===== config.mk =====
export PLATFORM = sky130hd
export DESIGN_NAME = acrt_core
export DESIGN_NICKNAME = d
export VERILOG_FILES = /design/src/include/acrt_pkg.sv /design/src/hw/acrt_fifo.sv /design/src/hw/acrt_core.sv
export SDC_FILE = /design/constraint.sdc
export NUM_CORES = 1
export LEC_CHECK = 0
export ABC_AREA = 1
export BUFFER_PORTS_ARGS = -buffer_cell sky130_fd_sc_hd__clkbuf_2
export CORE_ASPECT_RATIO = 0.7
export CORE_MARGIN = 4
export CORE_UTILIZATION = 55
export CTS_BUF_LIST = sky130_fd_sc_hd__clkbuf_4
export DETAILED_ROUTE_END_ITERATION = 6
export HOLD_SLACK_MARGIN = 0.02
export PLACE_DENSITY = 0.68
export SLEW_MARGIN = 0
export SYNTH_ARGS = -nofsm -noshare
export SYNTH_HDL_FRONTEND = slang
export SYNTH_SLANG_ARGS = --single-unit

===== constraint.sdc =====
create_clock -name i_mclk -period 3.6 [get_ports i_mclk]
set_clock_uncertainty 0.2 [all_clocks]
set_input_delay 0.72 -clock i_mclk [delete_from_list [all_inputs] [get_ports i_mclk]]
set_output_delay 0.72 -clock i_mclk [all_outputs]
set_load 0.005 [all_outputs]

===== src/include/acrt_pkg.sv =====
// Package for the conversion and result readout sequencer.
// Assumes a 125 MHz system clock; the times the core uses are turned into cycles here.
package acrt_pkg;

  localparam int RES_W      = 16;
  localparam int FIFO_DEPTH = 32;
  localparam int CLK_NS     = 8;
  localparam int SINCE_W    = 10;
  localparam int CNT_W      = 8;

  // Internal conversion length, chosen to meet the data and frame delays.
  localparam int CONV_NS  = 1280;
  localparam int CONV_CYC = CONV_NS / CLK_NS;

  // Limits for the busy pulse and result delivery.
  localparam int BUSY_MAX_NS   = 1450;
  localparam int BUSY_MAX_CYC  = BUSY_MAX_NS / CLK_NS;
  localparam int DATA_MAX_NS   = 1410;
  localparam int DATA_MAX_CYC  = DATA_MAX_NS / CLK_NS;
  localparam int DATA_LEAD_NS  = 20;
  localparam int DATA_LEAD_CYC = (DATA_LEAD_NS + CLK_NS - 1) / CLK_NS;
  localparam int PIPE_CYC      = 2;
  localparam int HOLD_CYC      = PIPE_CYC + DATA_LEAD_CYC;

  // Frame marker placement and busy release.
  localparam int RDC_SYNC_NS   = 560;
  localparam int RDC_SYNC_CYC  = RDC_SYNC_NS / CLK_NS;
  localparam int RAC_SYNC_NS   = 1310;
  localparam int RAC_SYNC_CYC  = RAC_SYNC_NS / CLK_NS;
  localparam int REL_NS        = 25;
  localparam int REL_CYC       = (REL_NS + CLK_NS - 1) / CLK_NS;

  // Serial clock figures per divider setting 0 to 3.
  localparam int SCK_HI_NS [4] = '{15, 30, 60, 120};
  localparam int SCK_LO_NS [4] = '{10, 25, 55, 115};
  localparam int SCK_PER_NS[4] = '{30, 60, 120, 240};
  localparam int LEAD_NS   [4] = '{3, 20, 20, 20};
  localparam int TAIL_NS   [4] = '{5, 7, 35, 90};
  localparam int RAC_BUSY_NS[4] = '{2250, 3000, 4400, 7300};

  typedef enum logic [2:0] {
    C_IDLE = 3'b000,
    C_CONV = 3'b001,
    C_PUSH = 3'b010,
    C_HOLD = 3'b011,
    C_SER  = 3'b100,
    C_REL  = 3'b101
  } acrt_conv_t;

  typedef enum logic [2:0] {
    S_IDLE = 3'b000,
    S_LEAD = 3'b001,
    S_HIGH = 3'b010,
    S_LOW  = 3'b011,
    S_TAIL = 3'b100
  } acrt_ser_t;

  function automatic int ceil_cyc(input int ns);
    return (ns + CLK_NS - 1) / CLK_NS;
  endfunction

  // Half period: covers both phase minima and half the period minimum.
  function automatic logic [5:0] half_cyc(input logic [1:0] div);
    int h;
    h = ceil_cyc(SCK_HI_NS[div]);
    if (ceil_cyc(SCK_LO_NS[div]) > h) h = ceil_cyc(SCK_LO_NS[div]);
    if (ceil_cyc(SCK_PER_NS[div] / 2) > h) h = ceil_cyc(SCK_PER_NS[div] / 2);
    return 6'(h);
  endfunction

  function automatic logic [5:0] lead_cyc(input logic [1:0] div);
    return 6'(ceil_cyc(LEAD_NS[div]));
  endfunction

  function automatic logic [5:0] tail_cyc(input logic [1:0] div);
    return 6'(ceil_cyc(TAIL_NS[div]));
  endfunction

endpackage


===== src/hw/acrt_fifo.sv =====
// Result FIFO between the converter core and the readout ports.
// Assumes DEPTH is a power of two; flush empties it in one cycle.
`timescale 1ns/10ps
module acrt_fifo #(
  parameter int W     = 16,
  parameter int DEPTH = 32
) (
  // Clock and reset.
  input  wire logic         i_mclk,
  input  wire logic         i_rst_n,
  input  wire logic         i_flush,
  // Fill side.
  input  wire logic         i_in_valid,
  output logic              o_in_ready,
  input  wire logic [W-1:0] i_in_data,
  // Drain side.
  output logic              o_out_valid,
  input  wire logic         i_out_ready,
  output logic [W-1:0]      o_out_data
);
  localparam int AW = $clog2(DEPTH);

  logic [W-1:0]  mem [DEPTH];
  logic [AW-1:0] wr_ptr_r;
  logic [AW-1:0] rd_ptr_r;
  logic [AW:0]   count_r;
  logic          push;
  logic          pop;

  assign o_in_ready  = (count_r != (AW+1)'(DEPTH));
  assign o_out_valid = (count_r != '0);
  assign o_out_data  = mem[rd_ptr_r];
  assign push        = i_in_valid & o_in_ready;
  assign pop         = i_out_ready & o_out_valid;

  always_ff @(posedge i_mclk) begin
    if (push) begin
      mem[wr_ptr_r] <= i_in_data;
    end
  end

  always_ff @(posedge i_mclk or negedge i_rst_n) begin
    if (!i_rst_n) begin
      wr_ptr_r <= '0;
      rd_ptr_r <= '0;
      count_r  <= '0;
    end else if (i_flush) begin
      wr_ptr_r <= '0;
      rd_ptr_r <= '0;
      count_r  <= '0;
    end else begin
      if (push) wr_ptr_r <= wr_ptr_r + 1'b1;
      if (pop) rd_ptr_r <= rd_ptr_r + 1'b1;
      case ({push, pop})
        2'b10:   count_r <= count_r + 1'b1;
        2'b01:   count_r <= count_r - 1'b1;
        default: count_r <= count_r;
      endcase
    end
  end

endmodule // acrt_fifo


===== src/hw/acrt_core.sv =====
// Conversion sequencing and result readout of a 16-bit SAR converter.
// Assumes synchronous inputs on i_mclk and an analog core that offers
// its settled result on i_sar_result at the end of the conversion time.
//
// Overview of operation
// - Busy high at most 1.45 us normally.
// - Each result readable once conversion completes.
// - Parallel data valid within 1.41 us.
// - Parallel data valid 20 ns before busy falls.
// - Read-during-convert frame starts 560 ns after start.
// - Read-after-convert frame starts 1.31 us after start.
// - Read-after-convert busy falls 25 ns after frame.
// - Serial clock period follows divider setting in read-after-convert; read during convert uses setting 0.
// - Serial clock keeps minimum high, low phases.
// - Read-after-convert busy bounded per divider setting.
// - Frame leads first clock edge by minimum.
// - Frame outlasts last clock edge by minimum.
// - Serial pins driven only while selected.
`timescale 1ns/10ps
module acrt_core (
  // Clock and reset.
  input  wire logic                       i_mclk,
  input  wire logic                       i_rst_n,
  // Conversion control.
  input  wire logic                       i_convert_start_n,
  input  wire logic                       i_conv_reset,
  input  wire logic                       i_cs_n,
  // Mode selection.
  input  wire logic                       i_interface_select,
  input  wire logic                       i_read_during_conv,
  input  wire logic [1:0]                 i_clock_divider_select,
  // Analog core result.
  input  wire logic [acrt_pkg::RES_W-1:0] i_sar_result,
  // Status.
  output logic                            o_busy,
  // Parallel result port.
  output logic [acrt_pkg::RES_W-1:0]      o_data,
  output logic                            o_data_oe,
  // Master serial port.
  output logic                            o_frame,
  output logic                            o_serial_shift_clock,
  output logic                            o_serial_result_out,
  output logic                            o_serial_oe
);
  import acrt_pkg::*;

  acrt_conv_t         conv_st_r;
  acrt_ser_t          ser_st_r;
  logic               cnv_prev_r, go, busy_r, done_r;
  logic               mode_ser_r, mode_rdc_r, arm_r, launch, pop_par;
  logic               fifo_iv, fifo_ir, fifo_ov, fifo_or;
  logic               frame_r, sclk_r, sdo_r, data_oe_r, ser_oe_r;
  logic [CNT_W-1:0]   cnt_r;
  logic [SINCE_W-1:0] since_r;
  logic [SINCE_W-1:0] frame_at;
  logic [1:0]         div_r;
  logic [1:0]         div_eff;
  logic [RES_W-1:0]   fifo_dout;
  logic [RES_W-1:0]   data_r;
  logic [RES_W-1:0]   shift_r;
  logic [5:0]         ser_cnt_r;
  logic [4:0]         bit_cnt_r;

  // A falling edge on the start input starts a conversion when idle.
  // ignore early starts
  assign go = cnv_prev_r & ~i_convert_start_n & (conv_st_r == C_IDLE);

  always_ff @(posedge i_mclk or negedge i_rst_n) begin
    if (!i_rst_n) begin
      cnv_prev_r <= 1'b1;
    end else begin
      cnv_prev_r <= i_convert_start_n;
    end
  end
  // Mode is latched at conversion start so mid-conversion changes reach only the output enables.
  // latch interface choice
  always_ff @(posedge i_mclk or negedge i_rst_n) begin
    if (!i_rst_n) begin
      mode_ser_r <= 1'b0;
      mode_rdc_r <= 1'b0;
      div_r      <= 2'h0;
    end else if (go) begin
      mode_ser_r <= i_interface_select;
      mode_rdc_r <= i_read_during_conv;
      div_r      <= i_clock_divider_select;
    end
  end
  // Read during convert always runs at the fastest serial clock.
  // divider selection
  assign div_eff = mode_rdc_r ? 2'h0 : div_r;
  // Time since the last start, saturating.
  always_ff @(posedge i_mclk or negedge i_rst_n) begin
    if (!i_rst_n) begin
      since_r <= '0;
    end else if (go) begin
      since_r <= '0;
    end else if (since_r != '1) begin
      since_r <= since_r + 1'b1;
    end
  end
  // Conversion sequencer and busy output.
  always_ff @(posedge i_mclk or negedge i_rst_n) begin
    if (!i_rst_n) begin
      conv_st_r <= C_IDLE;
      cnt_r     <= '0;
      busy_r    <= 1'b0;
    end else if (i_conv_reset) begin
      conv_st_r <= C_IDLE;
      cnt_r     <= '0;
      busy_r    <= 1'b0;
    end else begin
      case (conv_st_r)
        C_IDLE: begin
          if (go) begin
            busy_r    <= 1'b1;
            cnt_r     <= '0;
            conv_st_r <= C_CONV;
          end
        end
        C_CONV: begin
          if (cnt_r == CNT_W'(CONV_CYC - 1)) begin
            conv_st_r <= C_PUSH;
          end else begin
            cnt_r <= cnt_r + 1'b1;
          end
        end
        C_PUSH: begin
          if (fifo_ir) begin
            cnt_r     <= '0;
            conv_st_r <= (mode_ser_r & ~mode_rdc_r) ? C_SER : C_HOLD;
          end
        end
        C_HOLD: begin
          if (cnt_r == CNT_W'(HOLD_CYC - 1)) begin
            busy_r    <= 1'b0;
            conv_st_r <= C_IDLE;
          end else begin
            cnt_r <= cnt_r + 1'b1;
          end
        end
        C_SER: begin
          if (done_r) begin
            cnt_r     <= '0;
            conv_st_r <= C_REL;
          end
        end
        C_REL: begin
          if (cnt_r == CNT_W'(REL_CYC - 1)) begin
            busy_r    <= 1'b0;
            conv_st_r <= C_IDLE;
          end else begin
            cnt_r <= cnt_r + 1'b1;
          end
        end
        default: begin
          conv_st_r <= C_IDLE;
          busy_r    <= 1'b0;
        end
      endcase
    end
  end

  assign fifo_iv = (conv_st_r == C_PUSH);
  acrt_fifo #(
    .W     (RES_W),
    .DEPTH (FIFO_DEPTH)
  ) u_fifo (
    .i_mclk      (i_mclk),
    .i_rst_n     (i_rst_n),
    .i_flush     (i_conv_reset),
    .i_in_valid  (fifo_iv),
    .o_in_ready  (fifo_ir),
    .i_in_data   (i_sar_result),
    .o_out_valid (fifo_ov),
    .i_out_ready (fifo_or),
    .o_out_data  (fifo_dout)
  );
  assign frame_at = mode_rdc_r ? SINCE_W'(RDC_SYNC_CYC) : SINCE_W'(RAC_SYNC_CYC);
  assign pop_par  = fifo_ov & ~mode_ser_r;
  assign launch   = arm_r & (since_r >= frame_at) & fifo_ov & (ser_st_r == S_IDLE);
  assign fifo_or  = pop_par | launch;
  // Serial frame is armed per conversion; read during convert drops it
  // when no earlier result is waiting.
  always_ff @(posedge i_mclk or negedge i_rst_n) begin
    if (!i_rst_n) begin
      arm_r <= 1'b0;
    end else if (i_conv_reset) begin
      arm_r <= 1'b0;
    end else if (go) begin
      arm_r <= i_interface_select;
    end else if (launch) begin
      arm_r <= 1'b0;
    end else if (mode_rdc_r & (since_r >= frame_at) & ~fifo_ov) begin
      arm_r <= 1'b0;
    end
  end
  always_ff @(posedge i_mclk or negedge i_rst_n) begin
    if (!i_rst_n) begin
      data_r <= '0;
    end else if (pop_par) begin
      data_r <= fifo_dout;
    end
  end

  // Serial shifter, MSB first; data changes on falling clock edges.
  always_ff @(posedge i_mclk or negedge i_rst_n) begin
    if (!i_rst_n) begin
      ser_st_r  <= S_IDLE;
      ser_cnt_r <= '0;
      bit_cnt_r <= '0;
      shift_r   <= '0;
      frame_r   <= 1'b0;
      sclk_r    <= 1'b0;
      sdo_r     <= 1'b0;
      done_r    <= 1'b0;
    end else if (i_conv_reset) begin
      ser_st_r <= S_IDLE;
      frame_r  <= 1'b0;
      sclk_r   <= 1'b0;
      done_r   <= 1'b0;
    end else begin
      done_r <= 1'b0;
      case (ser_st_r)
        S_IDLE: begin
          if (launch) begin
            shift_r   <= fifo_dout;
            sdo_r     <= fifo_dout[RES_W-1];
            frame_r   <= 1'b1;
            bit_cnt_r <= '0;
            ser_cnt_r <= lead_cyc(div_eff) - 1'b1;
            ser_st_r  <= S_LEAD;
          end
        end
        S_LEAD: begin
          if (ser_cnt_r == '0) begin
            sclk_r    <= 1'b1;
            ser_cnt_r <= half_cyc(div_eff) - 1'b1;
            ser_st_r  <= S_HIGH;
          end else begin
            ser_cnt_r <= ser_cnt_r - 1'b1;
          end
        end
        S_HIGH: begin
          if (ser_cnt_r == '0) begin
            sclk_r    <= 1'b0;
            shift_r   <= {shift_r[RES_W-2:0], 1'b0};
            bit_cnt_r <= bit_cnt_r + 1'b1;
            if (bit_cnt_r == 5'(RES_W - 1)) begin
              ser_cnt_r <= tail_cyc(div_eff) - 1'b1;
              ser_st_r  <= S_TAIL;
            end else begin
              sdo_r     <= shift_r[RES_W-2];
              ser_cnt_r <= half_cyc(div_eff) - 1'b1;
              ser_st_r  <= S_LOW;
            end
          end else begin
            ser_cnt_r <= ser_cnt_r - 1'b1;
          end
        end
        S_LOW: begin
          if (ser_cnt_r == '0) begin
            sclk_r    <= 1'b1;
            ser_cnt_r <= half_cyc(div_eff) - 1'b1;
            ser_st_r  <= S_HIGH;
          end else begin
            ser_cnt_r <= ser_cnt_r - 1'b1;
          end
        end
        S_TAIL: begin
          if (ser_cnt_r == '0) begin
            frame_r  <= 1'b0;
            done_r   <= 1'b1;
            ser_st_r <= S_IDLE;
          end else begin
            ser_cnt_r <= ser_cnt_r - 1'b1;
          end
        end
        default: begin
          ser_st_r <= S_IDLE;
          frame_r  <= 1'b0;
          sclk_r   <= 1'b0;
        end
      endcase
    end
  end
  // Output enables follow device select within one cycle.
  // select gated drive
  always_ff @(posedge i_mclk or negedge i_rst_n) begin
    if (!i_rst_n) begin
      data_oe_r <= 1'b0;
      ser_oe_r  <= 1'b0;
    end else begin
      data_oe_r <= ~i_interface_select & ~i_cs_n;
      ser_oe_r  <= i_interface_select & ~i_cs_n;
    end
  end

  assign o_busy               = busy_r;
  assign o_data               = data_r;
  assign o_data_oe            = data_oe_r;
  assign o_frame              = frame_r;
  assign o_serial_shift_clock = sclk_r;
  assign o_serial_result_out  = sdo_r;
  assign o_serial_oe          = ser_oe_r;
endmodule // acrt_core


==> results.cfg, run 1 <==
[synth]
synth_compound_area_share_pct = 8.49
yosys.area_share.adder_pct = 1.05
netlist.area_leader.share_pct = 59.9
ys_async_sr_fraction_pct = 15.7
synth_area_leader_cell = edfxtp_1
synthCells = 2326
syn_nets = 2372
synth_top_family_by_area = simple AND/OR/NAND/NOR gates
yosys_most_used_dff = edfxtp_1
yosysUniqueCellTypes = 39
synth.area.top_cells = edfxtp_1, dfrtp_1, nand2_1
ys_warn_count = 0
synth_edf_count = 512
muxShareOfSynthArea_pct = 0
syn_area_per_cell_um2 = 11.0
ys_seq_area_share_pct = 69.1
syn_area_um2 = 25700
ys_seq_elements = 607
yosys.area_share.simple_pct = 17.4
synth-xor-area-share_pct = 0.307

[floorplanning]
ioPinCount = 47
die_area_um2 = 50300
core_area_um2 = 45600
initial_core_util_pct = 56.3
die_y_um = 189
die_w_um = 266
fp-row-count = 65

[run]
drv_cap = 0

[clock_tree]
root_buffer = clkbuf_4
cts_buffers = 144
clk_pin_slew_ns = 0.08
cts.sinks = 607
cts_tree = done
cts-htree-levels = 4
clkLatencyLatePin_ns = 0.83
clockBufferDepth = 3

[sta]
max_slew_margin_pct = 40.4
setup_tns_ns = 0
hold_violations = 0
min_period_over_period_pct = 91.1
worstMarginPinSlew_ns = 0.894
rsz0062_at_grt = no
min_period_ns = 3.28
fmax_ghz = 0.305
setup_viol = 0
drv_slew = 0
fin_hold_ws_ns = 0.247

[status]
status = finished clean

[layout]
fin_nets = 2517
utilization_pct = 62.7
final_cells = 3180
layout_common_cells = edfxtp_1, nand2_1, nor2_1
syn2layout_area_growth_pct = 11.4
drive_above_1_share_pct = 14.3
finalInstanceArea_um2 = 28600
layout_commonest_cell = edfxtp_1

[power]
powerDensity_nw_per_um2 = 684
ir_drop_uv = 427
total_leakage_power_nw = 10.9

[grt]
grt_max_degree = 162
grt_first_pass_wirelength_mm = 100
antenna_found_initial = 2
track_usage_pct = 26.0
busiest_layer = met1
grt_use_met2_pct = 37.2
grt_overflow = 0
grt_pass1_vias = 17400
use_met3_pct = 8.52
grt_util_met1_pct = 38.8

[worst_setup_path]
r2r_slack_ns = 0.32
slowest_stage = dfrtp_1
critPathBufInv = 3
worstPathMaxFanout = 9
path_delay_family = simple AND/OR/NAND/NOR gates
r2r_start = mode_rdc_r$_DFFE_PN0P_
cpPeakStageDelay_ns = 0.46
required_ns = 4.11
reg2reg_depth = 20
cp.arrival_ns = 3.79
cp.depth = 20
cp_common_cell = nand2_1
end_kind = register
crit_path_cell_trace = ha_1 -> or2_2 -> nand3_1 -> nand3_2 -> nand3_2 -> nand2_2 -> nand2_2 -> inv_2 -> ha_1 -> nand2_1 -> inv_1 -> nand3_1 -> nand3_1 -> nand2_1 -> nand2_1 -> inv_1 -> nand3_1 -> nand2_1 -> nand2_1 -> nand2_1
timing.rr.end = u_fifo.count_r[5]$_DFFE_PN0P_
critPathKind = reg2reg
start_kind = register

[placed_design]
hpwlAfterDp_mm = 37.8
post_dp_cell_area_um2 = 26700
place_congestion = 0.859
dp.cells = 2920
port_buffers = 46

[drt]
wl_per_cell_um = 20.5
drt-pass1-iter-count = 5
drtIter0Drc = 2225
viasPerCell = 5.71
remaining_drc_errors = 0
vias = 18200
wl_mm = 65.3
ant_nets = 0

[min_path]
hold_class = in2async
-- power by group --
part / leakage (nW) / switching, mW / total (mW) / internal (mW)
logic: 3.98 / 3.81 / 5.55 / 1.74
clock network: 1.10 / 2.68 / 5.65 / 2.98
registers: 5.84 / 0.340 / 8.37 / 8.03
-- area by class of cell --
type,instances,area [um2]
Tap cell,603,754
Inverter,81,309
Clock inverter,30,203
Timing Repair Buffer,120,908
Fill cell,3559,17000
Clock buffer,219,1640
Antenna cell,3,7.51
Sequential cell,607,17800
Multi-Input combinational cell,1517,7020
-- layer usage --
layer	part of all wire, %	wire (um)
met5	0	0
met1	44	28700
met2	43	28100
met3	11	7290
met4	1.7	1130
-- Yosys cell counts, types with 2 or more instances --
master / n
clkinv_1: 2
buf_1: 6
o22ai_1: 5
a31oi_1: 2
xor2_1: 5
buf_4: 11
nand3_2: 4
nand3_1: 185
nor4_1: 3
o211ai_1: 62
buf_2: 44
dfrtp_1: 94
buf_6: 9
nor2_1: 404
a211oi_1: 3
inv_1: 74
o21ai_1: 56
nor3_1: 18
o21ai_0: 219
ha_1: 20
a21oi_1: 48
nand4_1: 22
nand2_1: 441
xnor2_1: 4
clkbuf_1: 51
inv_2: 5
edfxtp_1: 512
nand2_2: 5
nor2_2: 2
-- registers in the layout, summed over array words and instances, names as in the netlist, 2 cells and up --
register and count:
u_fifo.mem 512, o_data 16, shift_r 15, since_r 10, cnt_r 8, ser_cnt_r 6, u_fifo.count_r 6, bit_cnt_r 5
u_fifo.rd_ptr_r 5, u_fifo.wr_ptr_r 5, conv_st_r 3, ser_st_r 3, div_r 2
-- worst max path at each step --
stage                                   from                            end  slack (ns)
global placement      mode_rdc_r$_DFFE_PN0P_  u_fifo.count_r[5]$_DFFE_PN0P_        0.45
floorplan           conv_st_r[2]$_DFFE_PN0P_    u_fifo.mem[23][0]$_DFFE_PP_        0.65
CTS                   mode_rdc_r$_DFFE_PN0P_  u_fifo.count_r[5]$_DFFE_PN0P_        0.31
finish                mode_rdc_r$_DFFE_PN0P_  u_fifo.count_r[5]$_DFFE_PN0P_        0.32
detailed placement    mode_rdc_r$_DFFE_PN0P_  u_fifo.count_r[5]$_DFFE_PN0P_        0.31
global route          mode_rdc_r$_DFFE_PN0P_  u_fifo.count_r[5]$_DFFE_PN0P_        0.04
-- per-stage QoR --
step | worst slack [ns] | total power, mW
2_1_floorplan | 0.653 | 12.4
3_3_place_gp | 0.451 | 13.8
3_5_place_dp | 0.306 | 14.0
4_1_cts | 0.305 | 19.6
5_1_grt | 0.0434 | 20.8
6_report | 0.321 | 19.6
-- timing repair --
action | in CTS | in global routing
gates resized for setup | 0 | 1
hold buffers | 8 | 0
buffers inserted | 0 | 0
endpoints found under the hold margin | 56 | 0
endpoints found under the setup margin | 0 | 1
-- cells by family after synthesis --
family,Yosys count
AOI/OAI and AO/OA,399
xor gates and xnor gates,9
adders and majority gates,21
buffers and inverters,202
DFF,607
and+or+nand+nor,1088
(Power assumes the default switching activity.)
==> inputs of run 2 (changes only) <==
==> constraint.sdc (replaced) <==
create_clock -name i_mclk -period 3.6 [get_ports i_mclk]
set_clock_uncertainty 0.2 [all_clocks]
set_input_delay 0.54 -clock i_mclk [delete_from_list [all_inputs] [get_ports i_mclk]]
set_output_delay 0.54 -clock i_mclk [all_outputs]
set_load 0.005 [all_outputs]
==> run 2 against run 1 <==
The run now ends with DRC left. Routed wire length is 0.19% lower. Count of clock-buffer cells in the layout is 11 lower. Fmax is 1.6% higher. Die area stayed put. Sequential share of layout area is 0.27 points higher. Global-route usage is 0.12 points lower. Largest cell class unchanged. Sequential power hardly changed. Total power is 0.75% lower. Worst setup slack better by 0.052 ns. Combinational power hardly changed. Largest power group unchanged. Non-clock buffer count is 6 lower.
==> results.cfg, run 2 (synthesized netlist as in run 1, its figures left out) <==
[worst_setup_path]
slowest_stage = dfrtp_2
crit_path_cell_trace = ha_1 -> or2_2 -> nand3_1 -> nand3_2 -> nand3_2 -> nand2_2 -> nand2_2 -> inv_2 -> ha_1 -> nand2_1 -> inv_1 -> nand3_1 -> nand3_1 -> nand2_1 -> nand2_1 -> inv_1 -> nand3_1 -> nand2_1 -> nand2_1 -> nand2_1
cpPeakStageDelay_ns = 0.46
start_kind = register
cp_common_cell = nand2_1
worstPathMaxFanout = 9
reg2reg_depth = 20
critPathKind = reg2reg
required_ns = 4.13
cp.arrival_ns = 3.75
end_kind = register

[grt]
grt_overflow = 0
grt_max_degree = 162
grt_first_pass_wirelength_mm = 100
track_usage_pct = 25.9
antenna_found_initial = 1
grt_pass1_vias = 17300

[sta]
hold_violations = 0
max_slew_margin_pct = 42.4
fmax_ghz = 0.310
rsz0062_at_grt = no
min_period_ns = 3.23
setup_viol = 0
setup_tns_ns = 0
worstMarginPinSlew_ns = 0.865
min_period_over_period_pct = 89.6
fin_hold_ws_ns = 0.0685
drv_slew = 0

[placed_design]
place_congestion = 0.873
hpwlAfterDp_mm = 37.5
port_buffers = 46

[floorplanning]
ioPinCount = 47
core_area_um2 = 45600
die_w_um = 266
fp-row-count = 65
die_area_um2 = 50300
initial_core_util_pct = 56.3
die_y_um = 189

[clock_tree]
cts-htree-levels = 4
clkLatencyLatePin_ns = 0.85
cts.sinks = 607
clockBufferDepth = 3
cts_buffers = 145
root_buffer = clkbuf_4
clk_pin_slew_ns = 0.07
cts_tree = done

[drt]
drt-pass1-iter-count = 7
ant_nets = 0
remaining_drc_errors = 5
vias = 18300
wl_met2_mm = 27.5
wl_mm = 65.1
wl_per_cell_um = 20.6
viasPerCell = 5.78
met1_length_mm = 29.2
routed.top_layer = met4
drtIter0Drc = 2312
routed-wl-met3_mm = 7.08

[status]
status = finished with violations
violations = DRC

[layout]
n_fill_cell = 3655
largest_reg_flops = 512
fin_nets = 2512
layout_common_cells = edfxtp_1, nand2_1, nor2_1
layout_commonest_cell = edfxtp_1
largest-register = u_fifo.mem
drive_above_1_share_pct = 13.9
syn2layout_area_growth_pct = 10.9

[power]
p_clk_share_pct = 28.6
internal_power_mw = 12.6
swShare_pct = 34.9
power_frac_seq_pct = 43.0
p_sw_mw = 6.78
finalPower_mw = 19.4
total_leakage_power_nw = 10.9
powerDensity_nw_per_um2 = 682
combinationalPowerShare_pct = 28.4
ir_drop_uv = 496

[run]
drv_cap = 0

[min_path]
hold_class = in2async
-- run 2: cell count changes in the layout (fill, tap and decap cells not counted), sizes merged --
cell	change
bufinv	+1
buf	-7
clkbuf	-11
dlygate4sd3	+1
inv	+1
clkinvlp	-2
clkinv	-2
diode	-2
-- run 2: worst paths after layout --
kind | start | endpoint | slack [ns]
min in group i_mclk | i_convert_start_n | cnv_prev_r$_DFF_PN1_ | 0.16
worst max register to register | mode_rdc_r$_DFFE_PN0P_ | u_fifo.count_r[5]$_DFFE_PN0P_ | 0.37
worst min register to register | o_busy$_DFFE_PN0P_ | o_busy$_DFFE_PN0P_ | 0.28
worst max-delay path | mode_rdc_r$_DFFE_PN0P_ | u_fifo.count_r[5]$_DFFE_PN0P_ | 0.37
worst min-delay path | i_rst_n | o_data[3]$_DFFE_PN0P_ | 0.07
max in group asynchronous | i_rst_n | cnv_prev_r$_DFF_PN1_ | 2.34
-- run 2: power groups by stage --
stage                     sequential (mW)  combinational, mW  clock [mW]
after floorplan                      8.40               3.95           0
after global placement               8.47               5.32           0
after detailed placement             8.48               5.48           0
after CTS                            8.34               5.51        5.68
after global routing                 8.39               6.21        6.08
final                                8.35               5.52        5.56
-- run 2: per-layer routing --
metal,global-route usage (%),up-vias
li1,-,8492
met1,39.8,8803
met2,36.2,879
met3,7.43,93
met4,7.59,0
met5,0,-
-- run 2: final cells by class --
class / instances / area, um2 / area share [%]
antenna: 1 / 2.50 / 0.00879
clock buffer: 208 / 1560 / 5.48
clock inverter: 28 / 221 / 0.778
inverter: 81 / 309 / 1.09
multi-input combinational: 1517 / 7020 / 24.6
sequential: 607 / 17800 / 62.4
tap: 603 / 754 / 2.65
timing repair buffer: 114 / 853 / 3.00
-- run 2: worst max-delay path, delay by kind of cell, from the launching register on --
family,cells,cell delay (ns)
and+or+nand+nor,15,1.54
adders and majority gates,2,0.68
buffers and inverters,3,0.22
DFF,1,0.46
-- run 2: per-stage QoR --
stage / cell area (um2) / worst slack [ns] / utilization, % / instances
global placement: 26600 / 0.480 / 58.3 / 2913
detailed placement: 26600 / 0.317 / 58.3 / 2913
CTS: 28500 / 0.298 / 62.4 / 3158
floorplan: 25700 / 0.653 / - / 2326
finish: 28500 / 0.373 / 62.4 / 3159
global route: 28500 / 0.0601 / 62.4 / 3159
-- run 2: timing repair --
action,in CTS,in global routing
hold buffers,9,0
buffers inserted,0,0
endpoints found under the hold margin,104,0
endpoints found under the setup margin,0,2
resized for setup,0,2
==> inputs of run 3 (changes only) <==
--- a/config.mk
+++ b/config.mk
@@ -8,7 +8,7 @@
 export ABC_AREA = 1
 export BUFFER_PORTS_ARGS = -buffer_cell sky130_fd_sc_hd__clkbuf_2
 export CORE_ASPECT_RATIO = 0.7
-export CORE_MARGIN = 4
+export CORE_MARGIN = 5
 export CORE_UTILIZATION = 55
 export CTS_BUF_LIST = sky130_fd_sc_hd__clkbuf_4
 export DETAILED_ROUTE_END_ITERATION = 6
==> run 3 against run 2 <==
The flow now finishes without violations. Register-to-register slack barely moved. Via count down 0.15%. Fmax is 0.22% lower. Largest power group unchanged.
==> results.cfg, run 3 (synthesized netlist as in run 1, its figures left out) <==
[status]
status = finished clean

[placed_design]
pre_cts_slack_ns = 0.382
post_dp_cell_area_um2 = 26700
port_buffers = 46
place_congestion = 0.860
hpwlAfterDp_mm = 36.9

[drt]
vias = 18200
drt-pass1-iter-count = 5
ant_nets = 0
wl_per_cell_um = 20.3
wl_mm = 64.6
viasPerCell = 5.72
remaining_drc_errors = 0
drtIter0Drc = 2158

[sta]
fin_hold_ws_ns = 0.124
max_slew_margin_pct = 42.9
fin_ws_ns = 0.366
drv_slew = 0
setup_tns_ns = 0
min_period_over_period_pct = 89.8
hold_violations = 0
setup_viol = 0
fmax_ghz = 0.309
rsz0062_at_grt = no
worstMarginPinSlew_ns = 0.857
min_period_ns = 3.23

[worst_setup_path]
cp.arrival_ns = 3.81
start_kind = register
r2r_start = mode_rdc_r$_DFFE_PN0P_
cp_common_cell = nand2_1
critPathKind = reg2reg
critPathBufInv = 3
crit_path_cell_trace = ha_1 -> or2_2 -> nand3_1 -> nand3_2 -> nand3_2 -> nand2_2 -> nand2_2 -> inv_1 -> ha_1 -> nand2_1 -> inv_1 -> nand3_1 -> nand3_1 -> nand2_1 -> nand2_1 -> inv_1 -> nand3_1 -> nand2_1 -> nand2_1 -> nand2_1
path_delay_family = simple AND/OR/NAND/NOR gates
cp.depth = 20
slowest_stage = dfrtp_2
cpPeakStageDelay_ns = 0.45
required_ns = 4.18
worstPathMaxFanout = 9
timing.rr.end = u_fifo.count_r[5]$_DFFE_PN0P_
end_kind = register
reg2reg_depth = 20
r2r_slack_ns = 0.37

[layout]
largest_reg_flops = 512
layout_common_cells = edfxtp_1, nand2_1, nor2_1
register_area_um2 = 17800
syn2layout_area_growth_pct = 11.6
fin_nets = 2518
drive_above_1_share_pct = 14.1
multiInputGateArea_um2 = 7020
layout_commonest_cell = edfxtp_1
largest-register = u_fifo.mem
n_fill_cell = 3649
finalInstanceArea_um2 = 28700

[grt]
grt_pass1_vias = 17400
grt_max_degree = 162
track_usage_pct = 25.6
antenna_found_initial = 3
grt_first_pass_wirelength_mm = 99.9
grt_overflow = 0

[run]
drv_cap = 0

[power]
finalPower_mw = 19.6
p_clk_share_pct = 29.2
total_leakage_power_nw = 10.9
ir_drop_uv = 445
internal_power_mw = 12.8
p_sw_mw = 6.77
swShare_pct = 34.6
power_frac_seq_pct = 42.9
combinationalPowerShare_pct = 27.8
powerDensity_nw_per_um2 = 683

[clock_tree]
root_buffer = clkbuf_4
clk_pin_slew_ns = 0.08
clockBufferDepth = 3
cts-htree-levels = 4
cts_tree = done
cts_buffers = 144
cts.sinks = 607
clkLatencyLatePin_ns = 0.89
post-cts-setup-buffers = 0

[min_path]
hp-start = i_convert_start_n
hold_class = in2reg
hold_end = cnv_prev_r$_DFF_PN1_
min_path_cells = 2

[floorplanning]
fp-row-count = 66
core_area_um2 = 46300
die_w_um = 268
die_area_um2 = 51200
ioPinCount = 47
initial_core_util_pct = 55.4
die_y_um = 191
==> run 3: cell types whose count changed in the layout (fill, tap and decap cells not counted), sizes merged, moves of 2 or more <==
cell and change:
diode +2, clkbuf +3, dlygate4sd3 +2, clkinv +7, buf +5
==> run 3: worst max-delay path by stage <==
stage	slack (ns)	start	to
global placement	0.44	mode_rdc_r$_DFFE_PN0P_	u_fifo.count_r[5]$_DFFE_PN0P_
global route	0.01	mode_rdc_r$_DFFE_PN0P_	u_fifo.count_r[5]$_DFFE_PN0P_
CTS	0.34	mode_rdc_r$_DFFE_PN0P_	u_fifo.count_r[5]$_DFFE_PN0P_
floorplan	0.65	conv_st_r[2]$_DFFE_PN0P_	u_fifo.mem[23][0]$_DFFE_PP_
finish	0.37	mode_rdc_r$_DFFE_PN0P_	u_fifo.count_r[5]$_DFFE_PN0P_
detailed placement	0.38	mode_rdc_r$_DFFE_PN0P_	u_fifo.count_r[5]$_DFFE_PN0P_
==> run 3: power by group through the flow <==
| stage | sequential (mW) | combinational (mW) | clock, mW |
|---|---|---|---|
| after floorplan | 8.40 | 3.95 | 0 |
| after global placement | 8.52 | 5.31 | 0 |
| after detailed placement | 8.53 | 5.41 | 0 |
| after CTS | 8.39 | 5.45 | 5.86 |
| after global routing | 8.45 | 6.18 | 6.23 |
| final | 8.40 | 5.45 | 5.72 |
==> run 3: area by class of cell <==
class                      count  share of cell area, %
antenna                        3                 0.0262
clock buffer                 211                   5.53
clock inverter                37                  0.965
inverter                      81                   1.08
multi-input combinational   1517                   24.5
sequential                   607                   62.0
tap                          612                   2.67
timing repair buffer         121                   3.27
==> run 3: what timing repair did <==
item,4_1_cts,5_1_grt
resized for setup,0,1
hold buffers,11,0
endpoints found under the setup margin,0,1
endpoints found under the hold margin,87,0
==> run 3: per-layer routing <==
layer	routed length, um	part of all wire, %	vias to the layer above	track usage, %
met2	27600	43	932	35.7
met3	7170	11	89	7.24
met1	28800	45	8686	39.6
met5	0	0	-	0
met4	1120	1.7	0	7.09
li1	-	-	8532	-
==> run 3: through the flow <==
step | utilization [%] | cells
after floorplan | - | 2326
after global placement | 57.6 | 2927
after detailed placement | 57.6 | 2927
after CTS | 61.8 | 3186
after global routing | 61.9 | 3189
final | 61.9 | 3189
